`config.mk`:
```
export PLATFORM = sky130hd
export DESIGN_NAME = nhc_host
export DESIGN_NICKNAME = d
export VERILOG_FILES = /design/src/nhc_pkg.sv /design/src/nhc_host.sv
export VERILOG_INCLUDE_DIRS = /design/src
export SDC_FILE = /design/constraint.sdc
export NUM_CORES = 1
export LEC_CHECK = 0
export BUFFER_PORTS_ARGS = -buffer_cell sky130_fd_sc_hd__buf_2
export CORE_UTILIZATION = 35
export CTS_BUF_LIST = sky130_fd_sc_hd__clkbuf_2
export DETAILED_ROUTE_END_ITERATION = 7
export PLACE_DENSITY = 0.62
export SYNTH_ARGS = -nofsm -noshare
export SYNTH_HDL_FRONTEND = slang
export SYNTH_SLANG_ARGS = --single-unit
```
`constraint.sdc`:
```
create_clock -name clk -period 7.75 [get_ports clk]
set_clock_uncertainty 0.1 [all_clocks]
set_input_delay 0.775 -clock clk [delete_from_list [all_inputs] [get_ports clk]]
set_output_delay 0.775 -clock clk [all_outputs]
set_load 0.02 [all_outputs]
```
`src/nhc_cfg.svh`:
```
`ifndef NHC_CFG_SVH
`define NHC_CFG_SVH

// command opcodes
`define NHC_OP_READ1      8'h00
`define NHC_OP_MOVE_RD    8'h35
`define NHC_OP_RAND_IN    8'h85
`define NHC_OP_DUMMY      8'h11
`define NHC_OP_PROG1      8'h80
`define NHC_OP_PROG2      8'h81
`define NHC_OP_PROG_GO    8'h10
`define NHC_OP_ERASE      8'h60
`define NHC_OP_ERASE_GO   8'hd0
`define NHC_OP_STATUS     8'h70
`define NHC_OP_PD_STATUS  8'h78
`define NHC_OP_RESET      8'hff

// status bits
`define NHC_ST_FAIL       0
`define NHC_ST_FAIL_PREV  1
`define NHC_ST_DONE       5
`define NHC_ST_READY      6

// address cycle counts
`define NHC_FULL_ADDR_CYC 3'h5
`define NHC_BLK_ADDR_CYC  3'h3

// apb register offsets
`define NHC_REG_CTRL      12'h000
`define NHC_REG_SRC0      12'h004
`define NHC_REG_SRC1      12'h008
`define NHC_REG_DST0      12'h00c
`define NHC_REG_DST1      12'h010
`define NHC_REG_STATUS    12'h014
`define NHC_REG_RESULT    12'h018
`define NHC_REG_COLUMN    12'h01c

// ctrl fields: [2:0] opcode of job, [8] start (self clearing)
`define NHC_CTRL_START    8

// strobe timing: cycles each strobe phase lasts
`define NHC_STROBE_NS     30
`define NHC_STROBE_CYC    ((`NHC_STROBE_NS + 9) / 10)

`endif

```
`src/nhc_pkg.sv`:
```
package nhc_pkg;
  typedef enum logic [2:0] {
    NHC_JOB_MOVE   = 3'h1,
    NHC_JOB_ERASE  = 3'h2,
    NHC_JOB_PDSTAT = 3'h3,
    NHC_JOB_STATUS = 3'h4,
    NHC_JOB_RESET  = 3'h5
  } nhc_job_type;

  // one bus cycle kind on the flash link
  typedef enum logic [1:0] {
    NHC_CYC_CMD  = 2'h0,
    NHC_CYC_ADDR = 2'h1,
    NHC_CYC_READ = 2'h2
  } nhc_cyc_type;
endpackage

```
`src/nhc_host.sv`:
```
// Operation
// - internal move runs read-for-move sequence, then program-for-move sequence
// - each moved page is programmed back into the plane it came from
// - read-for-move: 00h, five addresses, 00h, five addresses, 35h
// - program-for-move: 85h, five addresses, 11h; device busy dummy time
// - during dummy busy only status read or reset may be issued
// - then 80h, five second-plane addresses, 10h starts programming
// - on failure bit 0, read per-plane status once per plane
// - random data input may change column during either plane's data input
// - two-plane erase uses different planes, same die, page address zero
// - erase: 60h, three addresses, 60h, three addresses, D0h
// - 78h takes three addresses; top bit picks die, low bit picks plane
// - per-die status read allowed except after two-plane page read
// - plain status read forbidden around interleaved die operations
// - no per-die status read around power-on reset or otp commands
// - interleave: command die 0 first, then die 1 while busy
`timescale 1ns/1ps
`include "nhc_cfg.svh"

module nhc_host (
  // system
  input  wire logic        clk,
  input  wire logic        reset_n,
  // apb slave
  input  wire logic        psel,
  input  wire logic        penable,
  input  wire logic        pwrite,
  input  wire logic [11:0] paddr,
  input  wire logic [31:0] pwdata,
  output logic [31:0]      prdata,
  output logic             pready,
  output logic             pslverr,
  // flash link
  output logic             chip_enable_n,
  output logic             cmd_latch,
  output logic             addr_latch,
  output logic             write_enable_n,
  output logic             read_enable_n,
  input  wire logic        ready_busy_n,
  input  wire logic [7:0]  io_in,
  output logic [7:0]       io_out,
  output logic             io_oe
);
  import nhc_pkg::*;

  localparam int unsigned STROBE = `NHC_STROBE_CYC;

  logic       rst_s1_q, rst_s2_q;
  logic       rst_n;
  always_ff @(posedge clk or negedge reset_n) begin
    if (!reset_n) begin
      rst_s1_q <= 1'b0;
      rst_s2_q <= 1'b0;
    end else begin
      rst_s1_q <= 1'b1;
      rst_s2_q <= rst_s1_q;
    end
  end
  assign rst_n = rst_s2_q;

  // software registers
  logic [2:0]  job_q;
  logic [39:0] src0_q, src1_q, dst0_q, dst1_q;
  logic [15:0] column_q;
  logic [7:0]  result_q;
  logic        busy_q, start_q;

  // sequencer program: up to 13 link cycles per job phase
  typedef enum logic [5:0] {
    ST_IDLE  = 6'b000001,
    ST_SETUP = 6'b000010,
    ST_PULSE = 6'b000100,
    ST_HOLD  = 6'b001000,
    ST_WAIT  = 6'b010000,
    ST_DONE  = 6'b100000
  } nhc_state_type;
  nhc_state_type state_q;

  logic [4:0]  step_q;
  logic [3:0]  tick_q;
  logic [1:0]  phase_q;
  nhc_cyc_type cyc_kind;
  logic [7:0]  cyc_byte;
  logic        cyc_last;
  logic        cyc_wait;

  function automatic logic [7:0] addr_byte(input logic [39:0] a, input logic [4:0] i);
    addr_byte = a[8*i +: 8];
  endfunction

  // one table lookup: returns kind, byte, whether to wait on busy after, last
  always_comb begin
    cyc_kind = NHC_CYC_CMD;
    cyc_byte = `NHC_OP_STATUS;
    cyc_wait = 1'b0;
    cyc_last = 1'b0;
    unique case (job_q)
      NHC_JOB_MOVE: begin
        if (phase_q == 2'h0) begin
          if (step_q == 5'd0 || step_q == 5'd6) begin
            cyc_byte = `NHC_OP_READ1;
          end else if (step_q == 5'd12) begin
            cyc_byte = `NHC_OP_MOVE_RD;
            cyc_wait = 1'b1;
          end else if (step_q < 5'd6) begin
            cyc_kind = NHC_CYC_ADDR;
            cyc_byte = addr_byte({src0_q[23:0], column_q}, step_q - 5'd1);
          end else begin
            cyc_kind = NHC_CYC_ADDR;
            cyc_byte = addr_byte({src1_q[23:0], column_q}, step_q - 5'd7);
          end
        end else if (phase_q == 2'h1) begin
          if (step_q == 5'd0) begin
            cyc_byte = `NHC_OP_RAND_IN;
          end else if (step_q == 5'd6) begin
            cyc_byte = `NHC_OP_DUMMY;
            cyc_wait = 1'b1;
          end else begin
            cyc_kind = NHC_CYC_ADDR;
            cyc_byte = addr_byte({dst0_q[23:0], column_q}, step_q - 5'd1);
          end
        end else begin
          if (step_q == 5'd0) begin
            cyc_byte = `NHC_OP_PROG1;
          end else if (step_q == 5'd6) begin
            cyc_byte = `NHC_OP_PROG_GO;
            cyc_wait = 1'b1;
            cyc_last = 1'b1;
          end else begin
            cyc_kind = NHC_CYC_ADDR;
            cyc_byte = addr_byte({dst1_q[23:0], column_q}, step_q - 5'd1);
          end
        end
      end
      NHC_JOB_ERASE: begin
        if (step_q == 5'd0 || step_q == 5'd4) begin
          cyc_byte = `NHC_OP_ERASE;
        end else if (step_q == 5'd8) begin
          cyc_byte = `NHC_OP_ERASE_GO;
          cyc_wait = 1'b1;
          cyc_last = 1'b1;
        end else if (step_q < 5'd4) begin
          // row bytes sit in the low three lanes, so die bit is reachable
          cyc_kind = NHC_CYC_ADDR;
          cyc_byte = addr_byte(src0_q, step_q - 5'd1);
        end else begin
          cyc_kind = NHC_CYC_ADDR;
          cyc_byte = addr_byte(src1_q, step_q - 5'd5);
        end
      end
      NHC_JOB_PDSTAT: begin
        if (step_q == 5'd0) begin
          cyc_byte = `NHC_OP_PD_STATUS;
        end else if (step_q == 5'd4) begin
          cyc_kind = NHC_CYC_READ;
          cyc_last = 1'b1;
        end else begin
          cyc_kind = NHC_CYC_ADDR;
          cyc_byte = addr_byte(src0_q, step_q - 5'd1);
        end
      end
      NHC_JOB_STATUS: begin
        if (step_q == 5'd0) begin
          cyc_byte = `NHC_OP_STATUS;
        end else begin
          cyc_kind = NHC_CYC_READ;
          cyc_last = 1'b1;
        end
      end
      default: begin
        cyc_byte = `NHC_OP_RESET;
        cyc_wait = 1'b1;
        cyc_last = 1'b1;
      end
    endcase
  end

  // step bookkeeping: last step of move phase 0 or 1 steps to the next move phase
  logic phase_end;
  assign phase_end = cyc_wait && !cyc_last;

  always_ff @(posedge clk or negedge rst_n) begin
    if (!rst_n) begin
      state_q <= ST_IDLE;
      step_q  <= 5'd0;
      phase_q <= 2'h0;
      tick_q  <= 4'h0;
    end else begin
      unique case (state_q)
        ST_IDLE: begin
          step_q  <= 5'd0;
          phase_q <= 2'h0;
          tick_q  <= 4'h0;
          if (start_q) begin
            state_q <= ST_SETUP;
          end
        end
        ST_SETUP: begin
          tick_q <= tick_q + 4'h1;
          if (tick_q == 4'(STROBE - 1)) begin
            tick_q  <= 4'h0;
            state_q <= ST_PULSE;
          end
        end
        ST_PULSE: begin
          tick_q <= tick_q + 4'h1;
          if (tick_q == 4'(STROBE - 1)) begin
            tick_q  <= 4'h0;
            state_q <= ST_HOLD;
          end
        end
        ST_HOLD: begin
          tick_q <= tick_q + 4'h1;
          if (tick_q == 4'(STROBE - 1)) begin
            tick_q <= 4'h0;
            if (cyc_wait) begin
              state_q <= ST_WAIT;
            end else if (cyc_last) begin
              state_q <= ST_DONE;
            end else begin
              step_q  <= step_q + 5'd1;
              state_q <= ST_SETUP;
            end
          end
        end
        ST_WAIT: begin
          // busy line takes a few cycles to fall; leave once it reads high after 16 cycles in wait
          tick_q <= (tick_q == 4'hf) ? tick_q : tick_q + 4'h1;
          if (tick_q == 4'hf && ready_busy_n) begin
            tick_q <= 4'h0;
            if (phase_end) begin
              phase_q <= phase_q + 2'h1;
              step_q  <= 5'd0;
              state_q <= ST_SETUP;
            end else begin
              state_q <= ST_DONE;
            end
          end
        end
        ST_DONE: begin
          state_q <= ST_IDLE;
        end
      endcase
    end
  end

  // link pins
  always_ff @(posedge clk or negedge rst_n) begin
    if (!rst_n) begin
      chip_enable_n  <= 1'b1;
      cmd_latch      <= 1'b0;
      addr_latch     <= 1'b0;
      write_enable_n <= 1'b1;
      read_enable_n  <= 1'b1;
      io_out         <= 8'h00;
      io_oe          <= 1'b0;
    end else begin
      chip_enable_n  <= (state_q == ST_IDLE) || (state_q == ST_DONE);
      cmd_latch      <= (state_q != ST_IDLE) && (cyc_kind == NHC_CYC_CMD);
      addr_latch     <= (state_q != ST_IDLE) && (cyc_kind == NHC_CYC_ADDR);
      write_enable_n <= !((state_q == ST_PULSE) && (cyc_kind != NHC_CYC_READ));
      read_enable_n  <= !((state_q == ST_PULSE) && (cyc_kind == NHC_CYC_READ));
      io_out         <= cyc_byte;
      io_oe          <= (state_q != ST_IDLE) && (cyc_kind != NHC_CYC_READ);
    end
  end

  // status byte sampled at end of read pulse
  always_ff @(posedge clk or negedge rst_n) begin
    if (!rst_n) begin
      result_q <= 8'h00;
    end else if (state_q == ST_HOLD && tick_q == 4'h0 && cyc_kind == NHC_CYC_READ) begin
      result_q <= io_in;
    end
  end

  // apb register file
  logic apb_wr, apb_rd;
  assign apb_wr = psel && penable && pwrite;
  assign apb_rd = psel && !pwrite;
  assign pready = 1'b1;
  assign busy_q = (state_q != ST_IDLE);

  always_ff @(posedge clk or negedge rst_n) begin
    if (!rst_n) begin
      job_q    <= NHC_JOB_STATUS;
      src0_q   <= 40'h0;
      src1_q   <= 40'h0;
      dst0_q   <= 40'h0;
      dst1_q   <= 40'h0;
      column_q <= 16'h0;
      start_q  <= 1'b0;
    end else begin
      if (state_q == ST_SETUP) begin
        start_q <= 1'b0;
      end
      if (apb_wr && !busy_q) begin
        unique case (paddr)
          `NHC_REG_CTRL: begin
            job_q   <= nhc_job_type'(pwdata[2:0]);
            start_q <= pwdata[`NHC_CTRL_START];
          end
          `NHC_REG_SRC0:   src0_q   <= {8'h00, pwdata};
          `NHC_REG_SRC1:   src1_q   <= {8'h00, pwdata};
          `NHC_REG_DST0:   dst0_q   <= {8'h00, pwdata};
          `NHC_REG_DST1:   dst1_q   <= {8'h00, pwdata};
          `NHC_REG_COLUMN: column_q <= pwdata[15:0];
          default: ;
        endcase
      end
    end
  end

  always_ff @(posedge clk or negedge rst_n) begin
    if (!rst_n) begin
      prdata  <= 32'h0;
      pslverr <= 1'b0;
    end else if (apb_rd && !penable) begin
      pslverr <= 1'b0;
      unique case (paddr)
        `NHC_REG_CTRL:   prdata <= {23'h0, start_q, 5'h0, job_q};
        `NHC_REG_SRC0:   prdata <= src0_q[31:0];
        `NHC_REG_SRC1:   prdata <= src1_q[31:0];
        `NHC_REG_DST0:   prdata <= dst0_q[31:0];
        `NHC_REG_DST1:   prdata <= dst1_q[31:0];
        `NHC_REG_STATUS: prdata <= {30'h0, ready_busy_n, busy_q};
        `NHC_REG_RESULT: prdata <= {24'h0, result_q};
        `NHC_REG_COLUMN: prdata <= {16'h0, column_q};
        default: begin
          prdata  <= 32'h0;
          pslverr <= 1'b1;
        end
      endcase
    end else if (psel && !penable) begin
      pslverr <= !(paddr inside {`NHC_REG_CTRL, `NHC_REG_SRC0, `NHC_REG_SRC1, `NHC_REG_DST0,
                                 `NHC_REG_DST1, `NHC_REG_STATUS, `NHC_REG_RESULT, `NHC_REG_COLUMN});
    end
  end
endmodule

```
# After elaboration in Yosys (flattened, before gate mapping)
# Index checks and enable logic that the tools add are counted.
[word_totals]
register_bits = 222
elab_cells = 191
[classes]
n_addsub = 6
magnitude_cmp = 2
n_eq_ne = 37
n_shift = 6
n_mux = 69
reduce_logical = 48
[op_table]
columns = ["operator", "count"]
rows = [
  ["case mux 32 bit (8 select lines)", 1],
  ["variable part select 40 x 9 -> 8 bit", 6],
  ["2-to-1 mux 8 bit", 14],
  ["equality test 12 x 5 -> 1 bit (second input constant)", 4],
  ["2-to-1 mux 6 bit", 8],
  ["case mux 6 bit (6 select lines)", 1],
  ["case mux 8 bit (4 select lines)", 1],
  ["2-to-1 mux 5 bit", 5],
  ["equality test 12 x 4 -> 1 bit (second input constant)", 2],
  ["2-to-1 mux 1 bit", 24],
  ["inequality test 2 bit (second input constant)", 9],
  ["logical AND 1 bit", 15],
  ["case mux 5 bit (3 select lines)", 1],
  ["AND reduction 2 bit", 7],
  ["equality test 12 x 3 -> 1 bit (second input constant)", 1],
  ["zero test 12 bit", 1],
  ["2-to-1 mux 2 bit", 6],
  ["2-to-1 mux 4 bit", 3],
  ["case mux 4 bit (3 select lines)", 1],
  ["equality test 5 x 3 -> 1 bit (second input constant)", 2],
  ["equality test 5 x 4 -> 1 bit (second input constant)", 2],
  ["less-than comparator 5 x 3 -> 1 bit (second input constant)", 2],
  ["subtractor 5 x 3 -> 5 bit (second input constant)", 2],
  ["case mux 2 bit (4 select lines)", 1],
  ["36 further kinds", 49],
]

# Depth between registers and ports, before layout
[logic_depth]
depth_word = 11
ltp_mapped = 11

# Least setup slack after synthesis
# OpenSTA, ideal clock, no wires.
[synth_path]
path_kind = "input to register"
from = "input paddr[7]"
to = "register src1_q[10]"
t_arrival_ns = 2.735
t_required_ns = 7.525
slack_ns = 4.790
stages = 8
cell_sequence = "or4_4 nor4_4 and4_1 buf_2 and2_1 clkbuf_2 buf_4 mux2_2"
[synth_between]
elab_chain_len = 2
[synth_lines]
columns = ["element", "line", "rtl"]
rows = [
  ["from (decl)", "nhc_host.sv:28", "input wire logic [11:0] paddr,"],
  ["equality test 12 x 4 -> 1 bit", "nhc_host.sv:298", "unique case (paddr)"],
  ["AND reduction 2 bit (no line)", "-", ""],
  ["to (signal assigned)", "nhc_host.sv:304", "`NHC_REG_SRC1: src1_q <= {8'h00, pwdata};"],
  ["to (decl)", "nhc_host.sv:63", "logic [39:0] src0_q, src1_q, dst0_q, dst1_q;"],
]
# Every way passes these cells.
# A chain may end at the register's enable or synchronous reset.

# Worst setup path in the final report
[layout_path]
from = "register step_q[0]"
to = "register io_out[2]"
[layout_between]
elab_chain_len = 7
[layout_lines]
columns = ["element", "line", "rtl"]
rows = [
  ["from (decl)", "nhc_host.sv:79", "logic [4:0] step_q;"],
  ["from (signal assigned)", "nhc_host.sv:221", "step_q <= step_q + 5'd1;"],
  ["subtractor 5 x 1 -> 5 bit or subtractor 5 x 3 -> 5 bit (tied branches)", "-", ""],
  ["variable part select 40 x 9 -> 8 bit", "nhc_host.sv:88", "addr_byte = a[8*i +: 8];"],
  ["2-to-1 mux 8 bit (on tied branches)", "nhc_host.sv:125, nhc_host.sv:105, nhc_host.sv:115", ""],
  ["2-to-1 mux 8 bit (on tied branches)", "nhc_host.sv:123, nhc_host.sv:102, nhc_host.sv:113", ""],
  ["2-to-1 mux 8 bit (on tied branches)", "nhc_host.sv:112, nhc_host.sv:100", ""],
  ["2-to-1 mux 8 bit", "nhc_host.sv:99", "if (phase_q == 2'h0) begin"],
  ["case mux 8 bit (4 select lines) *", "nhc_host.sv:97", "unique case (job_q)"],
  ["net cyc_byte[2]", "nhc_host.sv:83", "logic [7:0] cyc_byte;"],
  ["to (signal assigned)", "nhc_host.sv:263", "io_out <= cyc_byte;"],
  ["to (decl)", "nhc_host.sv:41", "output logic [7:0] io_out,"],
]
# The timed path passes the listed nets; every way through them passes the cells marked *.

==> summary.md <==
The synthesized netlist occupies a cell area of 0.01256 mm^2. Area of the multi-input gates: 0.006471 mm^2. For the worst-skew pair, the clock arrives at the later sink with an insertion delay of 1020 ps.

For the sequential share of power, the log shows 0.382. The leading area contributor after synthesis was sky130_fd_sc_hd__dfrtp_1. The first detailed-routing pass ran for 6 iterations. The run gives 81 as the largest net degree at the start of global routing. The area fraction of the dominant cell type after synthesis was 0.4324; the final critical-path share of the clock period was 0.5225.

After detailed routing, the number of remaining DRC violations is 0. The worst hold path belongs to the class input pin to flip-flop. Data arrives at the worst endpoint at 4740 ps. The tools report the area of the die as 0.03665 mm^2. Data on the critical path is required at its endpoint by 8440 ps. The tools report the global routing usage summed across all routing layers as 0.2287. From bottom edge to top edge, the die measures 191.4 um. The post-synthesis simple-gate area fraction works out to 0.1181.

The tools report the sum of internal, switching and leakage power as 3.348 mW. Setup repair after global routing left no endpoint under its margin. In this run the number of H-tree levels came out at 2. The max-slew headroom at the worst pin is 0.2450, and the via total after detailed routing is 10030.

The count of buffers inserted at the top-level ports came out at 104. After floorplanning, the core was sized to cover 0.03540 mm^2. After synthesis, the most frequently instantiated cells are sky130_fd_sc_hd__dfrtp_1, sky130_fd_sc_hd__mux2_2, sky130_fd_sc_hd__nand2_1, sky130_fd_sc_hd__a21oi_1, sky130_fd_sc_hd__nor2_1.

Dividing the detail-routed wire length by the instance count gives 22.84 um. Across the VDD grid, the largest voltage drop is 0.2218 mV. The tools report the max-slew violation count as 0.

Largest family of logic cells by synthesized area: multiplexers. The logs give 1343 for the net count reported at finish and 0.005567 mm^2 for the sequential cell area in the final layout. The run finished with clean final reports. The switching power summed over all nets was 1.399 mW.

Once detail routing completed, the nets flagged for antenna violations numbered 0. Adding up every negative setup slack in the final design gives 0 ps. For the iteration-0 DRC count of the detailed router, the log shows 702. Setup violations remaining at the end of the flow were counted as 0. The root buffer cell chosen for the clock tree is sky130_fd_sc_hd__clkbuf_2. Detailed placement ended at an HPWL of 28530 um.

For the first-pass GRT wire length, the log shows 62670 um. The run gives 0 as the total congestion overflow after global routing. The most common cell in the synthesized netlist is sky130_fd_sc_hd__dfrtp_1. Clock tree synthesis found a total of 222 sinks. The share of synthesized flip-flops with an asynchronous set or reset was 1.000; the share of power burned in the clock network was 0.270. Area added between synthesis and finish: 14.55%. The global placement routability congestion was 0.9615; the transition time at the pin with the least slew margin was 1129 ps.

The synthesized-area fraction occupied by ao, oa, aoi and oai cells is 0.1427. The tools report the total clock buffers created by CTS as 57. The post-route minimum period came out at 4050 ps. In this run the core area contains 69 standard-cell rows. The starting utilization of the core area is 0.3548. TritonCTS built the clock tree. For the leakage power of the design, the log shows 6.830 nW. The final layout contains routed wiring with a total length of 40820 um. The count of different cell masters after synthesis is 81. The number of buffers on the longest clock path was 3; the fmax was 246.9 MHz.

The cell count after synthesis came out at 1137. The fraction of power consumed by combinational cells was 0.348. The most common flop cell mapped by yosys is sky130_fd_sc_hd__dfrtp_1. The Yosys step of the flow raised 0 warnings. The die is 191.4 um wide.

The run gives 0 as the total of max-cap violations. The run gives 0 as the final number of hold-violating endpoints. The highest net fanout along the worst path was 22; the number of antenna violations at the first check in global routing was 1. Number of enable-type register cells in the synthesized netlist: 0. The tools report the category of the worst setup path launch point as a flip-flop. Fraction of the yosys area taken by sequential cells: 0.4428.

Clock-pin slew was measured on the worst setup and hold paths at 100 ps. The top-level I/O count was 106; the buffers inserted during post-CTS setup optimization was 0. The tools report the number of inserted filler cells in the final layout as 3519. The xor and xnor fraction of the mapped netlist area is 0.008368, and the proportion of total power due to net switching is 0.4178. Sorting the synthesized cells by area gives the leading types as sky130_fd_sc_hd__dfrtp_1, sky130_fd_sc_hd__mux2_2, sky130_fd_sc_hd__mux2_4.

The cell-internal power is 1.949 mW, and the adder-cell share of the synthesized area is 0.008966. The proportion of layout cells with a drive suffix above 1 was 0.3185. The critical path endpoint category was a flip-flop. Using the TritonRoute via totals, the vias-per-cell ratio works out to 5.614. The mux share of post-synthesis cell area is 0.2356, and the average size of a mapped cell is 11.05 um^2. The power per cell area was 232.7 mW/mm^2; the flip-flop and latch count after synthesis was 222. Via count of the first global-routing pass: 10180. Critical path class: flip-flop to flip-flop.
-- per-layer routing --
metal  part of all wire  vias up  track usage
met5                  0        -            0
li1                   -     4553            -
met2               0.46      353       0.3551
met4              0.035        0       0.1026
met1               0.44     5056       0.3068
met3              0.058       71      0.04571
-- worst paths after layout --
| path | startpoint | end | slack, ps | depth (start not counted) |
|---|---|---|---|---|
| worst max-delay path | step_q[0] | io_out[2] | 3700 | 8 |
| worst min-delay path | ready_busy_n | state_q[4] | 170 | 4 |
| worst max register to register | step_q[0] | io_out[2] | 3700 | 8 |
| worst min register to register | rst_n | prdata[11] | 190 | 0 |
| max in group asynchronous | rst_n | chip_enable_n | 5520 | 2 |
| min in group asynchronous | rst_n | prdata[11] | 190 | 0 |
-- per-stage QoR --
step	area (um^2)	utilization	hold WS, ps	setup WS, ps	std cells
after floorplan	12560	-	231.2	1014	1138
after global placement	13330	0.3767	210.5	2945	1633
after detailed placement	13330	0.3767	208.0	2896	1633
after CTS	14390	0.4064	47.58	3787	1786
after global routing	14390	0.4065	103.1	3529	1787
final	14390	0.4065	173.5	3700	1787
-- placed cells by master, fill, tap and decap left out, types with 37 or more instances in the layout --
cell / Yosys / final
sky130_fd_sc_hd__dfrtp_1: 217 / 215
sky130_fd_sc_hd__mux2_2: 110 / 110
sky130_fd_sc_hd__buf_2: 25 / 104
sky130_fd_sc_hd__nand2_1: 81 / 81
sky130_fd_sc_hd__clkbuf_2: 1 / 77
sky130_fd_sc_hd__nor2_1: 61 / 61
sky130_fd_sc_hd__a21oi_1: 61 / 61
sky130_fd_sc_hd__mux2_4: 60 / 60
sky130_fd_sc_hd__mux2i_1: 56 / 56
sky130_fd_sc_hd__o21ai_0: 48 / 48
sky130_fd_sc_hd__dlygate4sd3_1: 0 / 45
sky130_fd_sc_hd__nand3_1: 37 / 37
-- area by class of cell --
type                            instances  area share
Antenna cell                            1   0.0001739
Clock buffer                           77     0.02679
Clock inverter                         31     0.01496
Inverter                               15    0.003913
Multi-Input combinational cell        812      0.4498
Sequential cell                       222      0.3869
Tap cell                              461     0.04009
Timing Repair Buffer                  168     0.07740
-- state kept, by name, summed over array words and instances, names as in the netlist, 2 cells and up --
register / cells
job_q: 3
dst1_q: 32
tick_q: 4
result_q: 8
column_q: 16
dst0_q: 32
src0_q: 32
step_q: 5
state_q: 6
src1_q: 32
phase_q: 2
io_out: 8
prdata: 32
-- cell families (layout without fill, tap and decap cells) --
group                      after synthesis  count (layout)
xor gates and xnor gates                12              12
DFF                                    222             222
adders and majority gates                9               9
other                                    1               3
muxes                                  238             238
AOI/OAI and AO/OA                      262             262
and+or+nand+nor                        289             289
buffers and inverters                  104             291
-- critical path: stages, from the launching register on --
cell and delay [ps]:
sky130_fd_sc_hd__dfrtp_2 760, sky130_fd_sc_hd__inv_1 370, sky130_fd_sc_hd__ha_1 450, sky130_fd_sc_hd__nor3b_1 210
sky130_fd_sc_hd__xnor2_1 870, sky130_fd_sc_hd__a21oi_1 170, sky130_fd_sc_hd__nor4_1 280, sky130_fd_sc_hd__o31ai_1 170
sky130_fd_sc_hd__o31ai_1 500
-- power groups by stage --
stage	combinational [mW]	clock (mW)	sequential (mW)
6_report	1.16	0.905	1.28
5_1_grt	1.26	1.01	1.29
4_1_cts	1.15	0.945	1.28
3_5_place_dp	1.13	0	1.30
3_3_place_gp	1.15	0	1.30
2_1_floorplan	0.825	0	1.26
-- repair_timing --
item | 4_1_cts | 5_1_grt
resized for setup | 0 | 0
hold endpoints to repair | 159 | 0
hold buffers | 45 | 0
No activity file was read; power rests on OpenSTA's default activity.
